===== src/rtl/byte_datapath_defines.vh =====
// constants for the configurable byte datapath tile
// assumes inclusion by bare name from design files of the tile
`ifndef BYTE_DATAPATH_DEFINES_VH
`define BYTE_DATAPATH_DEFINES_VH
// ********************************************
// alu function codes
// ********************************************
`define OP_PASS 3'h0
`define OP_INC 3'h1
`define OP_DEC 3'h2
`define OP_ADD 3'h3
`define OP_SUB 3'h4
`define OP_AND 3'h5
`define OP_OR 3'h6
`define OP_XOR 3'h7
// ********************************************
// shift stage codes
// ********************************************
`define SH_NONE 2'h0
`define SH_LEFT 2'h1
`define SH_RIGHT 2'h2
`define SH_SWAP 2'h3
// ********************************************
// configuration word fields
// ********************************************
`define CW_OP_HI 2
`define CW_OP_LO 0
`define CW_SRCA 3
`define CW_SRCB_HI 5
`define CW_SRCB_LO 4
`define CW_SH_HI 7
`define CW_SH_LO 6
`define CW_DST_HI 9
`define CW_DST_LO 8
`define CW_CMASK 10
`define CW_CI_HI 12
`define CW_CI_LO 11
`define CW_CRC 13
`define CW_F_WR 14
`define CW_F_RD 15
// ********************************************
// register bus offsets
// ********************************************
`define ADR_CFG_BASE 5'h00
`define ADR_MSB 5'h08
`define ADR_MASK 5'h09
`define ADR_POLY 5'h0a
`define ADR_CMP_MASK0 5'h0b
`define ADR_CMP_MASK1 5'h0c
`define ADR_FIFO_DIR 5'h0d
`define ADR_OUT_SEL 5'h0e
`define ADR_CTRL 5'h0f
`define ADR_STATUS 5'h10
`define ADR_STICKY 5'h11
`define ADR_FIFO0 5'h12
`define ADR_FIFO1 5'h13
`define ADR_ACC0 5'h14
`define ADR_ACC1 5'h15
`define ADR_DATA0 5'h16
`define ADR_DATA1 5'h17
`define ADR_CLK_EN 5'h18
// ********************************************
// sizes and reset values
// ********************************************
`define FIFO_DEPTH 3'h4
`define RST_BYTE 8'h00
`define RST_MSB 3'h7
`define RST_MASK 8'hff
`define RST_WORD 16'h0000
`endif


===== src/rtl/byte_datapath.v =====
// configurable 8-bit datapath tile with config ram, alu, compares, fifos
// assumes a synchronous register port and a fabric on core_clk_in
//
// Strobed register access and the register offsets were decided locally.
`timescale 1ns/100ps
`default_nettype none
`include "byte_datapath_defines.vh"
// What this block does
// - eight sixteen-bit configuration words define each cycle
// - fabric address selects configuration every cycle
// - alu offers inc dec add sub and or xor pass
// - optional shift left, right, swap, or mask
// - two maskable compares over accumulators, data registers
// - zero, ones, overflow conditions selectable to outputs
// - programmable most significant bit position
// - one crc or prs step per cycle
// - two four-byte fifos, each direction configurable
// - fifo zero status selectable as tile outputs
// - carry, shift, condition chaining with neighbours
// - registered carry and shift out reusable later
// - six fabric inputs and six fabric outputs
// - bus-written control register drives fabric
// - read-only status shows routed internal signals
// - sticky status bits cleared by software read
// - per sub-block clock enable control
// - eight-bit alu, one operation per cycle
// - two accumulators, two data registers as sources
module byte_datapath (
    input wire core_clk_in,
    input wire arst_n_in,
    input wire [4:0] reg_addr_in,
    input wire [15:0] reg_wdata_in,
    input wire reg_wr_in,
    input wire reg_rd_in,
    output reg [15:0] reg_rdata_out,
    input wire [5:0] fabric_in,
    output reg [5:0] fabric_out,
    input wire chain_carry_in,
    input wire chain_shift_in,
    input wire chain_cond_in,
    output reg chain_carry_out,
    output reg chain_shift_out,
    output reg chain_cond_out,
    output reg [7:0] ctrl_out
);
    // ********************************************
    // helpers
    // ********************************************
    // mask of bits at or below the chosen msb
    function [7:0] width_mask;
        input [2:0] msb;
        begin
            width_mask = 8'hff >> (3'h7 - msb);
        end
    endfunction
    // operand pick: 0 acc0, 1 acc1, 2 data0, 3 data1
    function [7:0] pick;
        input [1:0] sel;
        input [7:0] a0, a1, d0, d1;
        begin
            case (sel)
                2'h0: pick = a0;
                2'h1: pick = a1;
                2'h2: pick = d0;
                default: pick = d1;
            endcase
        end
    endfunction
    // ********************************************
    // state
    // ********************************************
    reg [15:0] cfg_q [0:7];
    reg [7:0] accumulator_zero_q, accumulator_one_q, data_reg_zero_q, data_reg_one_q;
    reg [2:0] msb_q;
    reg [7:0] mask_q, poly_q, cmp_mask0_q, cmp_mask1_q, ctrl_q, sticky_q;
    reg [1:0] fifo_dir_q;
    reg [17:0] out_sel_q;
    reg [1:0] clk_en_q;
    reg carry_q, shift_q;
    reg [5:0] fab_s1_q, fab_s2_q;
    reg ci_s1_q, ci_s2_q, si_s1_q, si_s2_q, cc_s1_q, cc_s2_q;
    integer i;
    // two-flop synchronisers on everything arriving from the fabric
    always @(posedge core_clk_in or negedge arst_n_in) begin
        if (!arst_n_in) begin
            fab_s1_q <= 6'h00;
            fab_s2_q <= 6'h00;
            {ci_s1_q, ci_s2_q, si_s1_q, si_s2_q, cc_s1_q, cc_s2_q} <= 6'h00;
        end else begin
            fab_s1_q <= fabric_in;
            fab_s2_q <= fab_s1_q;
            ci_s1_q <= chain_carry_in;
            ci_s2_q <= ci_s1_q;
            si_s1_q <= chain_shift_in;
            si_s2_q <= si_s1_q;
            cc_s1_q <= chain_cond_in;
            cc_s2_q <= cc_s1_q;
        end
    end
    // ********************************************
    // cycle configuration and alu
    // ********************************************
    wire [15:0] cw = cfg_q[fab_s2_q[2:0]];
    wire [2:0] op = cw[`CW_OP_HI:`CW_OP_LO];
    wire dp_en = clk_en_q[0];
    wire [7:0] wm = width_mask(msb_q);
    wire [7:0] opa = cw[`CW_SRCA] ? accumulator_one_q : accumulator_zero_q;
    wire [7:0] opb = pick(cw[`CW_SRCB_HI:`CW_SRCB_LO], accumulator_zero_q,
        accumulator_one_q, data_reg_zero_q, data_reg_one_q);
    reg cin;
    reg [8:0] sum;
    reg [7:0] alu, shr, res;
    reg ovf, cout, sout, sin;
    // carry in: 0 none, 1 one, 2 registered, 3 chained
    always @* begin
        case (cw[`CW_CI_HI:`CW_CI_LO])
            2'h0: cin = 1'b0;
            2'h1: cin = 1'b1;
            2'h2: cin = carry_q;
            default: cin = ci_s2_q;
        endcase
        sin = fab_s2_q[3] | si_s2_q;
        sum = 9'h000;
        alu = opa;
        case (op)
            `OP_INC: sum = {1'b0, opa & wm} + 9'h001;
            `OP_DEC: sum = {1'b0, opa & wm} - 9'h001;
            `OP_ADD: sum = {1'b0, opa & wm} + {1'b0, opb & wm} + {8'h00, cin};
            `OP_SUB: sum = {1'b0, opa & wm} - {1'b0, opb & wm} - {8'h00, cin};
            `OP_AND: alu = opa & opb;
            `OP_OR: alu = opa | opb;
            `OP_XOR: alu = opa ^ opb;
            default: alu = opa;
        endcase
        if (op == `OP_INC || op == `OP_DEC || op == `OP_ADD || op == `OP_SUB) begin
            alu = sum[7:0];
        end
        // inc and add take carry at the programmed msb; dec and sub take borrow from sum bit 8
        cout = (op == `OP_INC || op == `OP_ADD) ? ((sum[8:0] >> msb_q) > 9'h001) : 1'b0;
        if (op == `OP_DEC || op == `OP_SUB) begin
            cout = sum[8];
        end
        ovf = (opa[msb_q] == opb[msb_q]) && (alu[msb_q] != opa[msb_q]);
        // crc/prs step: shift left within msb, feed back poly
        sout = alu[msb_q];
        case (cw[`CW_SH_HI:`CW_SH_LO])
            `SH_LEFT: shr = {alu[6:0], sin};
            `SH_RIGHT: begin
                shr = alu >> 1;
                shr[msb_q] = sin;
                sout = alu[0];
            end
            `SH_SWAP: shr = {alu[3:0], alu[7:4]};
            default: shr = alu;
        endcase
        if (cw[`CW_CRC]) begin
            shr = {alu[6:0], 1'b0} ^ ((alu[msb_q] ^ sin) ? poly_q : 8'h00);
        end
        res = (shr & wm) | (cw[`CW_CMASK] ? ~mask_q & wm : 8'h00);
    end
    // ********************************************
    // compares and conditions
    // ********************************************
    wire eq0 = ((accumulator_zero_q ^ data_reg_zero_q) & cmp_mask0_q) == 8'h00;
    wire lt0 = (accumulator_zero_q & cmp_mask0_q) < (data_reg_zero_q & cmp_mask0_q);
    wire eq1 = ((accumulator_one_q ^ data_reg_one_q) & cmp_mask1_q) == 8'h00 && cc_s2_q;
    wire zero0 = (accumulator_zero_q & wm) == 8'h00;
    wire ones0 = (accumulator_zero_q & wm) == wm;
    wire f0_full, f0_empty, f1_full, f1_empty;
    wire [7:0] f0_rdata, f1_rdata;
    wire [8:0] cond = {f1_empty, f1_full, f0_empty, f0_full, ovf, ones0, zero0, eq1,
        eq0 | lt0};
    wire [7:0] status = {cond[7:0]};
    // ********************************************
    // fifos
    // ********************************************
    wire bus_w0 = reg_wr_in && reg_addr_in == `ADR_FIFO0;
    wire bus_w1 = reg_wr_in && reg_addr_in == `ADR_FIFO1;
    wire bus_r0 = reg_rd_in && reg_addr_in == `ADR_FIFO0;
    wire bus_r1 = reg_rd_in && reg_addr_in == `ADR_FIFO1;
    wire in_w0 = dp_en && cw[`CW_F_WR];
    wire in_r0 = dp_en && cw[`CW_F_RD];
    // dir bit 1 = output buffer (tile writes, bus reads)
    byte_fifo4 u_fifo_zero (
        .core_clk_in(core_clk_in), .arst_n_in(arst_n_in),
        .wr_in(fifo_dir_q[0] ? in_w0 : bus_w0),
        .wdata_in(fifo_dir_q[0] ? accumulator_zero_q : reg_wdata_in[7:0]),
        .rd_in(fifo_dir_q[0] ? bus_r0 : in_r0),
        .rdata_out(f0_rdata), .full_out(f0_full), .empty_out(f0_empty));
    byte_fifo4 u_fifo_one (
        .core_clk_in(core_clk_in), .arst_n_in(arst_n_in),
        .wr_in(fifo_dir_q[1] ? in_w0 : bus_w1),
        .wdata_in(fifo_dir_q[1] ? accumulator_one_q : reg_wdata_in[7:0]),
        .rd_in(fifo_dir_q[1] ? bus_r1 : in_r0),
        .rdata_out(f1_rdata), .full_out(f1_full), .empty_out(f1_empty));
    // ********************************************
    // datapath registers and bus writes
    // ********************************************
    always @(posedge core_clk_in or negedge arst_n_in) begin
        if (!arst_n_in) begin
            for (i = 0; i < 8; i = i + 1) begin
                cfg_q[i] <= `RST_WORD;
            end
            accumulator_zero_q <= `RST_BYTE;
            accumulator_one_q <= `RST_BYTE;
            data_reg_zero_q <= `RST_BYTE;
            data_reg_one_q <= `RST_BYTE;
            msb_q <= `RST_MSB;
            mask_q <= `RST_MASK;
            poly_q <= `RST_BYTE;
            cmp_mask0_q <= `RST_MASK;
            cmp_mask1_q <= `RST_MASK;
            fifo_dir_q <= 2'h0;
            out_sel_q <= 18'h00000;
            ctrl_q <= `RST_BYTE;
            clk_en_q <= 2'h3;
            carry_q <= 1'b0;
            shift_q <= 1'b0;
        end else begin
            if (dp_en) begin
                carry_q <= cout;
                shift_q <= sout;
                case (cw[`CW_DST_HI:`CW_DST_LO])
                    2'h1: accumulator_zero_q <= res;
                    2'h2: accumulator_one_q <= res;
                    2'h3: accumulator_zero_q <= fifo_dir_q[0] ? accumulator_zero_q : f0_rdata;
                    default: accumulator_zero_q <= accumulator_zero_q;
                endcase
            end
            if (reg_wr_in) begin
                if (reg_addr_in < `ADR_MSB) begin
                    cfg_q[reg_addr_in[2:0]] <= reg_wdata_in;
                end else if (reg_addr_in == `ADR_MSB) begin
                    msb_q <= reg_wdata_in[2:0];
                end else if (reg_addr_in == `ADR_MASK) begin
                    mask_q <= reg_wdata_in[7:0];
                end else if (reg_addr_in == `ADR_POLY) begin
                    poly_q <= reg_wdata_in[7:0];
                end else if (reg_addr_in == `ADR_CMP_MASK0) begin
                    cmp_mask0_q <= reg_wdata_in[7:0];
                end else if (reg_addr_in == `ADR_CMP_MASK1) begin
                    cmp_mask1_q <= reg_wdata_in[7:0];
                end else if (reg_addr_in == `ADR_FIFO_DIR) begin
                    fifo_dir_q <= reg_wdata_in[1:0];
                end else if (reg_addr_in == `ADR_OUT_SEL) begin
                    out_sel_q <= {reg_wdata_in[1:0], reg_wdata_in};
                end else if (reg_addr_in == `ADR_CTRL) begin
                    ctrl_q <= reg_wdata_in[7:0];
                end else if (reg_addr_in == `ADR_ACC0) begin
                    accumulator_zero_q <= reg_wdata_in[7:0];
                end else if (reg_addr_in == `ADR_ACC1) begin
                    accumulator_one_q <= reg_wdata_in[7:0];
                end else if (reg_addr_in == `ADR_DATA0) begin
                    data_reg_zero_q <= reg_wdata_in[7:0];
                end else if (reg_addr_in == `ADR_DATA1) begin
                    data_reg_one_q <= reg_wdata_in[7:0];
                end else if (reg_addr_in == `ADR_CLK_EN) begin
                    clk_en_q <= reg_wdata_in[1:0];
                end
            end
        end
    end
    // ********************************************
    // sticky status, outputs and read port
    // ********************************************
    wire sticky_rd = reg_rd_in && reg_addr_in == `ADR_STICKY && clk_en_q[1];
    // set beats clear so a coinciding event survives the read
    always @(posedge core_clk_in or negedge arst_n_in) begin
        if (!arst_n_in) begin
            sticky_q <= `RST_BYTE;
        end else if (clk_en_q[1]) begin
            sticky_q <= (sticky_rd ? 8'h00 : sticky_q) | status;
        end
    end
    // fabric outputs: three select bits per output, codes 0-6 pick a condition, 7 the shift flop
    always @(posedge core_clk_in or negedge arst_n_in) begin
        if (!arst_n_in) begin
            fabric_out <= 6'h00;
            chain_carry_out <= 1'b0;
            chain_shift_out <= 1'b0;
            chain_cond_out <= 1'b0;
            ctrl_out <= `RST_BYTE;
            reg_rdata_out <= 16'h0000;
        end else begin
            for (i = 0; i < 6; i = i + 1) begin
                fabric_out[i] <= (out_sel_q[i*3 +: 3] == 3'h7) ? shift_q :
                    cond[out_sel_q[i*3 +: 3]];
            end
            chain_carry_out <= carry_q;
            chain_shift_out <= shift_q;
            chain_cond_out <= eq0;
            ctrl_out <= clk_en_q[1] ? ctrl_q : ctrl_out;
            reg_rdata_out <= 16'h0000;
            if (reg_rd_in) begin
                if (reg_addr_in < `ADR_MSB) begin
                    reg_rdata_out <= cfg_q[reg_addr_in[2:0]];
                end else if (reg_addr_in == `ADR_MSB) begin
                    reg_rdata_out <= {13'h0000, msb_q};
                end else if (reg_addr_in == `ADR_MASK) begin
                    reg_rdata_out <= {8'h00, mask_q};
                end else if (reg_addr_in == `ADR_CMP_MASK0) begin
                    reg_rdata_out <= {8'h00, cmp_mask0_q};
                end else if (reg_addr_in == `ADR_CMP_MASK1) begin
                    reg_rdata_out <= {8'h00, cmp_mask1_q};
                end else if (reg_addr_in == `ADR_DATA0) begin
                    reg_rdata_out <= {8'h00, data_reg_zero_q};
                end else if (reg_addr_in == `ADR_CLK_EN) begin
                    reg_rdata_out <= {14'h0000, clk_en_q};
                end else if (reg_addr_in == `ADR_CTRL) begin
                    reg_rdata_out <= {8'h00, ctrl_q};
                end else if (reg_addr_in == `ADR_STATUS) begin
                    reg_rdata_out <= {8'h00, status};
                end else if (reg_addr_in == `ADR_STICKY) begin
                    reg_rdata_out <= {8'h00, sticky_q};
                end else if (reg_addr_in == `ADR_FIFO0) begin
                    reg_rdata_out <= {8'h00, f0_rdata};
                end else if (reg_addr_in == `ADR_FIFO1) begin
                    reg_rdata_out <= {8'h00, f1_rdata};
                end else if (reg_addr_in == `ADR_ACC0) begin
                    reg_rdata_out <= {8'h00, accumulator_zero_q};
                end else if (reg_addr_in == `ADR_ACC1) begin
                    reg_rdata_out <= {8'h00, accumulator_one_q};
                end
            end
        end
    end
endmodule // byte_datapath
`default_nettype wire


===== src/rtl/byte_fifo4.v =====
// four-byte flip-flop fifo used for both tile buffers
// assumes one clock and writers that respect full and empty
`timescale 1ns/100ps
`default_nettype none
`include "byte_datapath_defines.vh"
module byte_fifo4 (
    input wire core_clk_in,
    input wire arst_n_in,
    input wire wr_in,
    input wire [7:0] wdata_in,
    input wire rd_in,
    output wire [7:0] rdata_out,
    output wire full_out,
    output wire empty_out
);
    reg [7:0] mem_q [0:3];
    reg [1:0] wp_q;
    reg [1:0] rp_q;
    reg [2:0] cnt_q;
    wire do_wr;
    wire do_rd;
    // refuse silently on overflow or underflow so the count never lies
    assign do_wr = wr_in && (cnt_q != `FIFO_DEPTH);
    assign do_rd = rd_in && (cnt_q != 3'h0);
    assign full_out = (cnt_q == `FIFO_DEPTH);
    assign empty_out = (cnt_q == 3'h0);
    assign rdata_out = mem_q[rp_q];
    // pointer and storage update
    always @(posedge core_clk_in or negedge arst_n_in) begin
        if (!arst_n_in) begin
            wp_q <= 2'h0;
            rp_q <= 2'h0;
            cnt_q <= 3'h0;
            mem_q[0] <= `RST_BYTE;
            mem_q[1] <= `RST_BYTE;
            mem_q[2] <= `RST_BYTE;
            mem_q[3] <= `RST_BYTE;
        end else begin
            if (do_wr) begin
                mem_q[wp_q] <= wdata_in;
                wp_q <= wp_q + 2'h1;
            end
            if (do_rd) begin
                rp_q <= rp_q + 2'h1;
            end
            if (do_wr && !do_rd) begin
                cnt_q <= cnt_q + 3'h1;
            end else if (do_rd && !do_wr) begin
                cnt_q <= cnt_q - 3'h1;
            end
        end
    end
endmodule // byte_fifo4
`default_nettype wire


===== config.mk =====
export PLATFORM = sky130hd
export DESIGN_NAME = byte_datapath
export DESIGN_NICKNAME = d
export VERILOG_FILES = /design/src/rtl/byte_datapath.v /design/src/rtl/byte_fifo4.v
export VERILOG_INCLUDE_DIRS = /design/src /design/src/rtl
export SDC_FILE = /design/constraint.sdc
export NUM_CORES = 1
export LEC_CHECK = 0
export BUFFER_PORTS_ARGS = -buffer_cell sky130_fd_sc_hd__buf_2
export CAP_MARGIN = 20
export CORE_ASPECT_RATIO = 0.9
export CORE_MARGIN = 5
export CORE_UTILIZATION = 40
export DETAILED_ROUTE_END_ITERATION = 6
export GPL_TIMING_DRIVEN = 0
export PLACE_DENSITY = 0.63
export SLEW_MARGIN = 20
export SYNTH_ARGS = -nofsm -noshare
export SYNTH_HDL_FRONTEND = slang
export SYNTH_SLANG_ARGS = --single-unit

===== constraint.sdc =====
create_clock -name core_clk_in -period 12.8 [get_ports core_clk_in]
set_clock_uncertainty 0.1 [all_clocks]
set_input_delay 2.56 -clock core_clk_in [delete_from_list [all_inputs] [get_ports core_clk_in]]
set_output_delay 2.56 -clock core_clk_in [all_outputs]
set_load 0.02 [all_outputs]

==> results.sh, run 1 <==
export IMPL_dieArea_mm2=0.0590
export IMPL_whs_ns=0.252
export IMPL_synth_flop_cell="dfrtp_1"
export IMPL_finish_utilization_pct=44.9
export IMPL_place_congestion=0.969
export IMPL_finalCritPeriodShare_pct=70.0
export IMPL_max_cap_violations=0
export IMPL_portBuffers=57
export IMPL_first_iter_violations=1851
export IMPL_dr_pass1_iters=7
export IMPL_postSynthCellCount=1982
export IMPL_clockBufferDepth=3
export IMPL_r2r_start="fab_s2_q[0]"
export IMPL_min_period_ns=8.96
export IMPL_ir_drop_uv=127
export IMPL_critPathLaunchType="flip-flop"
export IMPL_grtUsageTotal_pct=23.5
export IMPL_worst_pin_slew_ns=1.12
export IMPL_synth_fp_nets=2080
export IMPL_synthTopCellsByCount="329 x dfrtp_1, 229 x mux2_2, 168 x nor2_1, 135 x nand2_1, 130 x a21oi_1"
export IMPL_cts_root_buf="clkbuf_16"
export IMPL_ys_seq_area_share_pct=41.5
export IMPL_async_reset_ff_share_pct=100
export IMPL_pin_count=67
export IMPL_clkSlewWorstSetupHoldPaths_ns=0.05
export IMPL_critPathMaxFanout=10
export IMPL_ys_seq_elements=358
export IMPL_wirelength_mm=71.0
export IMPL_r2r_end="reg_rdata_out[4]"
export IMPL_route_detailed_drc=0
export IMPL_status="finished clean"
export IMPL_grt_start_max_net_pins=101
export IMPL_synth_most_common_cell="dfrtp_1"
export IMPL_slew_headroom_pct=24.3
export IMPL_wl_per_cell_um=25.1
export IMPL_crit_required_ns=13.08
export IMPL_crit_end="reg_rdata_out[4]"
export IMPL_power_leakage_nw=10.7
export IMPL_place_detailed_instances=2749
export IMPL_area_growth_pct=11.9
export IMPL_p_per_area_mw_per_mm2=198
export IMPL_grt_ovfl_total=0
export IMPL_yosysUniqueCellTypes=91
export IMPL_placeableCoreArea_mm2=0.0540
export IMPL_grt_pass1_wl_mm=108
export IMPL_cts_buffers=41
export IMPL_syn_area_mm2=0.0217
export IMPL_synthTopCellsByArea="dfrtp_1 38%, mux2_2 12%, mux4_2 8.8%"
export IMPL_reg2regPathDepth=23
export IMPL_tns_ns=0
export IMPL_hold_viol_final=0
export IMPL_synth_top_cell_area_share_pct=38.0
export IMPL_arrival_ns=9.24
export IMPL_synth_edf_count=0
export IMPL_multi_input_area_mm2=0.0119
export IMPL_worstSetupPathType="reg2reg"
export IMPL_fillCellCount=5040
export IMPL_slew_violations=0
export IMPL_final_nets=2187
export IMPL_fin_ws_ns=3.84
export IMPL_post_cts_resized=0
export IMPL_dieWidth_um=255
export IMPL_detail_route_antenna_nets=0
export IMPL_yosys_area_top_type="dfrtp_1"
export IMPL_place_hpwl_mm=52.0
export IMPL_cp_end_kind="flip-flop"
export IMPL_r2r_slack_ns=3.84
export IMPL_clkLatencyLatePin_ns=0.57
export IMPL_setup_viol=0
export IMPL_via_per_inst=6.11
export IMPL_dp_slack_ns=3.75
export IMPL_hold_buffers=0
export IMPL_startpoint="fab_s2_q[0]"
export IMPL_antenna_found_initial=2
export IMPL_grt_pass1_vias=17200
export IMPL_yosys_warnings=0
export IMPL_vias=17300
export IMPL_die_h_um=231
export IMPL_htreeDepth=2
export IMPL_avgSynthCellArea_um2=10.9
export IMPL_initial_core_util_pct=40.1
export IMPL_fin_cells=2826
export IMPL_min_from="ci_s1_q"
export IMPL_num_rows=81
export IMPL_cts_setup_buffers=0
export IMPL_seq_area_mm2=0.00899
export IMPL_rsz0062_at_grt="no"
export IMPL_cts_tree="yes"
export IMPL_hp_class="reg2reg"
export IMPL_clkSinkCount=358
export IMPL_drive_above_1_share_pct=24.9
export IMPL_fmax_mhz=112
-- cell usage in the layout, fill, tap and decap left out, types with 59 or more instances in the layout --
cell / synthesis / routed
nand2_1: 135 / 135
clkbuf_1: 100 / 109
ha_1: 59 / 59
mux2_2: 229 / 229
dfrtp_1: 329 / 329
buf_2: 7 / 64
a21oi_1: 130 / 130
mux2i_1: 105 / 104
mux4_2: 85 / 85
nor2_1: 168 / 168
-- routing by layer --
metal | global-route usage, % | part of all wire (%)
met5 | 0 | 0
met4 | 6.78 | 2.8
met3 | 3.92 | 8.2
met2 | 37.1 | 46
met1 | 33.9 | 43
-- kinds of logic (layout without fill, tap and decap cells) --
| group | after synthesis | after routing | synth area share [%] |
|---|---|---|---|
| AO/OA/AOI/OAI | 403 | 403 | 12.3 |
| XOR/XNOR | 39 | 39 | 1.61 |
| flip-flops | 358 | 358 | 41.5 |
| AND/OR/NAND/NOR | 501 | 501 | 10.9 |
| adder cells (fa/ha/maj) | 64 | 64 | 3.87 |
| buffers and inverters | 188 | 326 | 3.59 |
| other | 0 | 1 | 0 |
| multiplexers | 429 | 429 | 26.3 |
-- power by group --
| part | total, mW | switching (mW) | internal (mW) |
|---|---|---|---|
| Combinational | 1.99 | 1.16 | 0.828 |
| Clock | 1.12 | 0.484 | 0.639 |
| Sequential | 1.70 | 0.257 | 1.44 |
-- worst min-delay path by stage --
stage | end | slack (ns) | depth (start not counted)
after floorplan | cc_s2_q | 0.23 | 0
after global placement | cc_s2_q | 0.24 | 0
after detailed placement | si_s2_q | 0.24 | 0
after CTS | ci_s2_q | 0.25 | 0
after global routing | ci_s2_q | 0.26 | 0
final | ci_s2_q | 0.25 | 0
-- critical path: stages, from the launching register on --
cell and delay [ns]:
dfrtp_1 0.34, buf_6 0.13, buf_8 0.16, buf_12 0.16, buf_1 0.68, buf_1 0.80
mux4_2 0.60, mux2i_1 0.49, o31ai_1 0.29, ha_1 0.31, a21o_1 0.19, fa_1 0.46
nor2b_1 0.16, o311ai_0 0.59, mux2_2 0.40, nor3_1 0.29, a211oi_2 0.14, o211ai_2 0.22
o32ai_2 0.23, nor4_4 0.53, mux2i_2 0.82, nor2_1 0.07, o21ai_0 0.32, o221ai_1 0.27
-- cell type report --
| class | count | area share, % |
|---|---|---|
| sequential | 358 | 37.1 |
| tap | 705 | 3.63 |
| antenna | 1 | 0.0103 |
| multi-input combinational | 1436 | 49.2 |
| clock buffer | 58 | 4.82 |
| clock inverter | 16 | 0.402 |
| timing repair buffer | 64 | 1.69 |
| buffer | 130 | 2.31 |
| inverter | 58 | 0.897 |
-- flip-flops by register name (all words and copies together) (netlist names), 6 cells and up --
signal / count
sticky_q: 8
out_sel_q: 16
fabric_out: 6
ctrl_q: 8
cmp_mask1_q: 8
accumulator_zero_q: 8
accumulator_one_q: 8
cmp_mask0_q: 8
reg_rdata_out: 16
poly_q: 8
u_fifo_one.mem_q: 32
mask_q: 8
ctrl_out: 8
data_reg_one_q: 8
u_fifo_zero.mem_q: 32
cfg_q: 128
data_reg_zero_q: 8
-- through the flow --
| step | instance area [um^2] | power (mW) |
|---|---|---|
| final | 24300 | 4.81 |
| after global routing | 24300 | 5.08 |
| after global placement | 22900 | 3.58 |
| after CTS | 24200 | 4.79 |
| after floorplan | 21700 | 3.00 |
| after detailed placement | 23000 | 3.66 |
No activity file was read; power rests on OpenSTA's default activity.
==> inputs of run 2 (changes only) <==
--- a/config.mk
+++ b/config.mk
@@ -6,6 +6,7 @@
 export SDC_FILE = /design/constraint.sdc
 export NUM_CORES = 1
 export LEC_CHECK = 0
+export ABC_AREA = 1
 export BUFFER_PORTS_ARGS = -buffer_cell sky130_fd_sc_hd__buf_2
 export CAP_MARGIN = 20
 export CORE_ASPECT_RATIO = 0.9
==> constraint.sdc (replaced) <==
create_clock -name core_clk_in -period 8.71 [get_ports core_clk_in]
set_clock_uncertainty 0.1 [all_clocks]
set_input_delay 1.742 -clock core_clk_in [delete_from_list [all_inputs] [get_ports core_clk_in]]
set_output_delay 1.742 -clock core_clk_in [all_outputs]
set_load 0.02 [all_outputs]
==> results.sh, run 2 <==
export IMPL_status="finished clean"
export IMPL_max_cap_violations=0
export IMPL_synth_most_common_cell="nand2_1"
export IMPL_first_iter_violations=2875
export IMPL_via_per_inst=5.84
export IMPL_die_h_um=229
export IMPL_grtUsageTotal_pct=27.4
export IMPL_clockBufferDepth=3
export IMPL_hold_end="si_s2_q"
export IMPL_fmax_mhz=122
export IMPL_worstSetupPathType="reg2reg"
export IMPL_clkLatencyLatePin_ns=0.57
export IMPL_grt_util_met2_pct=39.9
export IMPL_r2r_start="fab_s2_q[0]"
export IMPL_met3_usage_pct=5.56
export IMPL_synth_top_cell_area_share_pct=38.6
export IMPL_cts_setup_buffers=0
export IMPL_whs_ns=0.248
export IMPL_antenna_found_initial=1
export IMPL_cp_end_kind="flip-flop"
export IMPL_use_met1_pct=40.1
export IMPL_ir_drop_uv=183
export IMPL_final_nets=3000
export IMPL_place_congestion=0.995
export IMPL_hold_viol_final=0
export IMPL_synthTopCellsByCount="682 x nand2_1, 444 x o21ai_0, 329 x dfrtp_1, 288 x inv_1, 194 x nor2_1"
export IMPL_cts_root_buf="clkbuf_16"
export IMPL_finalCritPeriodShare_pct=94.4
export IMPL_fin_ws_ns=0.483
export IMPL_r2r_slack_ns=0.48
export IMPL_power_leakage_nw=11.2
export IMPL_clkSlewWorstSetupHoldPaths_ns=0.06
export IMPL_placeableCoreArea_mm2=0.0529
export IMPL_pin_count=67
export IMPL_cts_tree="yes"
export IMPL_htreeDepth=2
export IMPL_p_per_area_mw_per_mm2=289
export IMPL_layout_common_cells="682 x nand2_1, 444 x o21ai_0, 329 x dfrtp_1"
export IMPL_dp_slack_ns=0.694
export IMPL_ys_seq_elements=358
export IMPL_cts_buffers=40
export IMPL_total_power_mw=6.93
export IMPL_area_growth_pct=12.6
export IMPL_top_regs="cfg_q (128), u_fifo_one.mem_q (32), u_fifo_zero.mem_q (32)"
export IMPL_critPathTopFamily="simple AND/OR/NAND/NOR gates"
export IMPL_async_reset_ff_share_pct=100
export IMPL_r2r_end="reg_rdata_out[4]"
export IMPL_detail_route_antenna_nets=0
export IMPL_reg2regPathDepth=45
export IMPL_syn_area_mm2=0.0213
export IMPL_portBuffers=64
export IMPL_postSynthCellCount=2792
export IMPL_rsz0062_at_grt="no"
export IMPL_arrival_ns=8.60
export IMPL_hold_buffers=0
export IMPL_fin_cells=3630
export IMPL_num_rows=80
export IMPL_drive_above_1_share_pct=10.6
export IMPL_fillCellCount=5304
export IMPL_initial_core_util_pct=40.3
export IMPL_dieWidth_um=253
export IMPL_route_detailed_drc=0
export IMPL_whs_path_depth=0
export IMPL_crit_required_ns=9.08
export IMPL_cp_slowest_stage_delay_ns=0.74
export IMPL_clkSinkCount=358
export IMPL_largest_reg_flops=128
export IMPL_grt_start_max_net_pins=92
export IMPL_critPathLaunchType="flip-flop"
export IMPL_synth_flop_cell="dfrtp_1"
export IMPL_vias=21200
export IMPL_grt_pass1_vias=20100
export IMPL_crit_buf_inv=10
export IMPL_crit_slowest_cell="o21ai_0"
export IMPL_ys_seq_area_share_pct=42.2
export IMPL_tns_ns=0
export IMPL_hp_class="reg2reg"
export IMPL_dieArea_mm2=0.0580
export IMPL_synth_fp_nets=2890
export IMPL_setup_viol=0
export IMPL_synth_edf_count=0
export IMPL_post_cts_resized=0
export IMPL_yosys_area_top_type="dfrtp_1"
export IMPL_worst_pin_slew_ns=1.18
export IMPL_place_detailed_instances=3557
export IMPL_top_register="cfg_q"
export IMPL_wl_per_cell_um=22.6
export IMPL_slew_violations=0
export IMPL_top_usage_layer="met1"
export IMPL_min_from="si_s1_q"
export IMPL_yosysUniqueCellTypes=65
export IMPL_dr_pass1_iters=6
export IMPL_place_hpwl_mm=61.6
export IMPL_wirelength_mm=82.0
export IMPL_grt_pass1_wl_mm=124
export IMPL_min_period_ns=8.23
export IMPL_slew_headroom_pct=21.3
export IMPL_avgSynthCellArea_um2=7.64
export IMPL_critPathMaxFanout=10
export IMPL_synthTopCellsByArea="dfrtp_1 39%, nand2_1 12%, o21ai_0 10%"
export IMPL_worst_path_most_repeated_cell="nand2_1"
export IMPL_grt_ovfl_total=0
export IMPL_layout_commonest_cell="nand2_1"
export IMPL_yosys_warnings=0
-- run 2: cell count changes in the layout (fill, tap and decap cells not counted), sizes merged, moves of 17 or more --
cell / previous run / this run
mux2: 235 / 35
and3: 22 / 0
o21a: 19 / 2
o22ai: 18 / 64
inv: 60 / 299
o21ai: 61 / 470
mux4: 85 / 0
nand3: 38 / 126
and2: 27 / 1
nor2: 170 / 208
mux2i: 109 / 0
nand2: 135 / 708
-- run 2: cells by family after synthesis --
logic type,share of synthesized area (%)
and+or+nand+nor,22.1
AOI/OAI and AO/OA,21.4
buffers and inverters,7.85
DFF,42.2
adders and majority gates,3.93
muxes,1.85
xor gates and xnor gates,0.616
-- run 2: per-layer routing --
layer	share of wire, %	up-vias
met5	0	-
met4	4.7	0
met3	11	213
met2	42	1206
met1	43	10200
li1	-	9601
-- run 2: power breakdown --
part / internal, mW / switching, mW
clock network: 1.06 / 0.729
registers: 2.13 / 0.401
logic: 0.843 / 1.76
-- run 2: how the worst max path moves through the flow --
| stage | cells past startpoint | from | endpoint | slack, ns |
|---|---|---|---|---|
| final | 45 | fab_s2_q[0] | reg_rdata_out[4] | 0.48 |
| after global routing | 45 | fab_s2_q[0] | reg_rdata_out[4] | 0.06 |
| after CTS | 45 | fab_s2_q[0] | reg_rdata_out[4] | 0.65 |
| after detailed placement | 45 | fab_s2_q[0] | reg_rdata_out[4] | 0.69 |
| after global placement | 1 | arst_n_in | fab_s2_q[3] | -1.09 |
| after floorplan | 46 | fab_s2_q[0] | accumulator_zero_q[4] | 3.38 |
-- run 2: layout make-up --
class                      count  area (um^2)  area share (%)
multi-input combinational   2012        10700            44.4
sequential                   358         8990            37.5
clock buffer                  60         1190            4.94
inverter                     303         1140            4.74
tap                          697          872            3.63
buffer                       119          536            2.23
timing repair buffer          68          440            1.83
clock inverter                12          185           0.771
antenna                        1         2.50          0.0104
-- run 2: metrics by stage --
| stage | utilization [%] | cell area, um^2 |
|---|---|---|
| global placement | 42.6 | 22500 |
| global route | 45.4 | 24000 |
| finish | 45.4 | 24000 |
| detailed placement | 42.8 | 22600 |
| CTS | 45.4 | 24000 |
| floorplan | - | 21300 |
==> inputs of run 3 (changes only) <==
--- a/config.mk
+++ b/config.mk
@@ -6,15 +6,14 @@
 export SDC_FILE = /design/constraint.sdc
 export NUM_CORES = 1
 export LEC_CHECK = 0
-export ABC_AREA = 1
 export BUFFER_PORTS_ARGS = -buffer_cell sky130_fd_sc_hd__buf_2
 export CAP_MARGIN = 20
 export CORE_ASPECT_RATIO = 0.9
 export CORE_MARGIN = 5
-export CORE_UTILIZATION = 40
+export CORE_UTILIZATION = 50
 export DETAILED_ROUTE_END_ITERATION = 6
 export GPL_TIMING_DRIVEN = 0
-export PLACE_DENSITY = 0.63
+export PLACE_DENSITY = 0.74
 export SLEW_MARGIN = 20
 export SYNTH_ARGS = -nofsm -noshare
 export SYNTH_HDL_FRONTEND = slang
==> results.sh, run 3 (synthesis results as in run 1) <==
export IMPL_status="finished clean"
export IMPL_crit_required_ns=9.00
export IMPL_fillCellCount=3570
export IMPL_initial_core_util_pct=50.5
export IMPL_grt_start_max_net_pins=101
export IMPL_cts_tree="yes"
export IMPL_ir_drop_uv=231
export IMPL_portBuffers=57
export IMPL_clkSlewWorstSetupHoldPaths_ns=0.06
export IMPL_htreeDepth=2
export IMPL_die_h_um=208
export IMPL_dieArea_mm2=0.0476
export IMPL_final_nets=2184
export IMPL_cts_setup_buffers=0
export IMPL_rsz0062_at_grt="no"
export IMPL_hold_viol_final=0
export IMPL_cts_root_buf="clkbuf_16"
export IMPL_dieWidth_um=230
export IMPL_r2r_start="fab_s2_q[1]"
export IMPL_slew_headroom_pct=24.7
export IMPL_wirelength_mm=70.9
export IMPL_worst_pin_slew_ns=1.12
export IMPL_arrival_ns=8.78
export IMPL_dr_pass1_iters=6
export IMPL_cts_buffers=40
export IMPL_cp_end_kind="flip-flop"
export IMPL_largest_reg_flops=128
export IMPL_antenna_cells=0
export IMPL_num_rows=72
export IMPL_top_regs="cfg_q (128), u_fifo_one.mem_q (32), u_fifo_zero.mem_q (32)"
export IMPL_whs_ns=0.248
export IMPL_area_growth_pct=11.6
export IMPL_place_hpwl_mm=51.9
export IMPL_setup_viol=0
export IMPL_route_detailed_drc=0
export IMPL_min_period_ns=8.49
export IMPL_grt_pass1_vias=17400
export IMPL_min_from="fab_s1_q[3]"
export IMPL_hp_class="reg2reg"
export IMPL_wl_per_cell_um=26.5
export IMPL_clkSinkCount=358
export IMPL_layout_commonest_cell="dfrtp_1"
export IMPL_via_per_inst=6.59
export IMPL_cp_slowest_stage_delay_ns=0.80
export IMPL_worstPathCellList="buf_4 > buf_1 > clkbuf_1 > mux4_2 > mux2i_1 > o31ai_1 > ha_1 > a21o_1 > fa_1 > nor2b_1 > o311ai_0 > mux2_2 > nor3_1 > a211oi_2 > o211ai_2 > o32ai_2 > nor4_4 > mux2i_2 > nor2_1 > o21ai_0 > o221ai_1"
export IMPL_grtUsageTotal_pct=29.1
export IMPL_clkLatencyLatePin_ns=0.57
export IMPL_place_congestion=0.984
export IMPL_p_per_area_mw_per_mm2=299
export IMPL_hold_buffers=0
export IMPL_first_iter_violations=2142
export IMPL_grt_ovfl_total=0
export IMPL_slew_violations=0
export IMPL_fmax_mhz=118
export IMPL_tns_ns=0
export IMPL_vias=17600
export IMPL_clockBufferDepth=3
export IMPL_pin_count=67
export IMPL_power_leakage_nw=10.8
export IMPL_placeableCoreArea_mm2=0.0430
export IMPL_finalCritPeriodShare_pct=97.5
export IMPL_critPathLaunchType="flip-flop"
export IMPL_crit_slowest_cell="mux2i_2"
export IMPL_max_cap_violations=0
export IMPL_antenna_found_initial=3
export IMPL_worstSetupPathType="reg2reg"
export IMPL_top_register="cfg_q"
export IMPL_drive_above_1_share_pct=25.0
export IMPL_startpoint="fab_s2_q[1]"
export IMPL_layout_common_cells="329 x dfrtp_1, 229 x mux2_2, 168 x nor2_1"
export IMPL_critPathMaxFanout=10
export IMPL_grt_pass1_wl_mm=108
export IMPL_detail_route_antenna_nets=0
==> run 3: changes by cell type in the layout (fill, tap and decap cells not counted), sizes merged, moves of 15 or more <==
cell	previous run	this run
and2	1	27
mux4	0	85
o21ai	470	61
o21a	2	19
nand2	708	135
nor2	208	170
and3	0	22
o22ai	64	18
nand3	126	38
mux2	35	235
inv	299	58
mux2i	0	109
xor2	9	24
a22oi	34	18
==> run 3: path summary, 6_finish.rpt <==
check | end | slack [ns] | depth (start not counted)
setup / recovery | reg_rdata_out[4] | 0.22 | 21
hold / removal | fab_s2_q[3] | 0.25 | 0
setup reg to reg | reg_rdata_out[4] | 0.22 | 21
hold reg to reg | fab_s2_q[3] | 0.25 | 0
max in group asynchronous | mask_q[2] | 6.02 | 3
min in group asynchronous | fabric_out[4] | 1.06 | 1
==> run 3: what timing repair did <==
| item | 4_1_cts | 5_1_grt |
|---|---|---|
| endpoints found under the hold margin | 0 | 0 |
| resized for setup | 2 | 0 |
| setup endpoints to repair | 1 | 10 |
==> run 3: routing by layer <==
metal	routed length, um	track usage [%]
met5	0	0
met2	32100	44.7
met1	29300	41.1
met3	6840	6.47
met4	2590	10.1
==> run 3: cell type report <==
class	instances	area [um^2]	area share (%)
repair buffers	63	404	1.67
inverters	58	218	0.899
multi-input cells	1436	11900	49.3
plain buffers	129	566	2.34
well taps	555	694	2.87
flip-flops and latches	358	8990	37.1
clock inverters	13	158	0.651
clock buffers	61	1240	5.13
==> run 3: power breakdown <==
| part | internal (mW) | leakage [nW] | total, mW | switching (mW) |
|---|---|---|---|---|
| Combinational | 1.22 | 5.58 | 2.95 | 1.73 |
| Sequential | 2.11 | 4.49 | 2.50 | 0.383 |
| Clock | 1.08 | 0.693 | 1.79 | 0.715 |
| Total | 4.41 | 10.8 | 7.23 | 2.83 |
==> run 3: stage by stage <==
stage | worst slack (ns) | power [mW] | cells | instance area (um^2) | util [%]
2_1_floorplan | 2.09 | 4.41 | 1982 | 21700 | -
3_3_place_gp | -0.770 | 5.26 | 2594 | 22700 | 52.7
3_5_place_dp | -0.176 | 5.38 | 2600 | 22800 | 53.1
4_1_cts | 0.0675 | 7.18 | 2674 | 24200 | 56.4
5_1_grt | 0.0139 | 7.59 | 2673 | 24200 | 56.3
6_report | 0.217 | 7.23 | 2673 | 24200 | 56.3
==> run 3: worst max-delay path: cells and delay by family, from the launching register on <==
kind | cells | cell delay, ns
mux | 4 | 2.11
compound gates | 8 | 2.27
buf+inv | 3 | 1.53
simple gates | 4 | 1.04
flops | 1 | 0.45
fa+ha+maj | 2 | 0.77
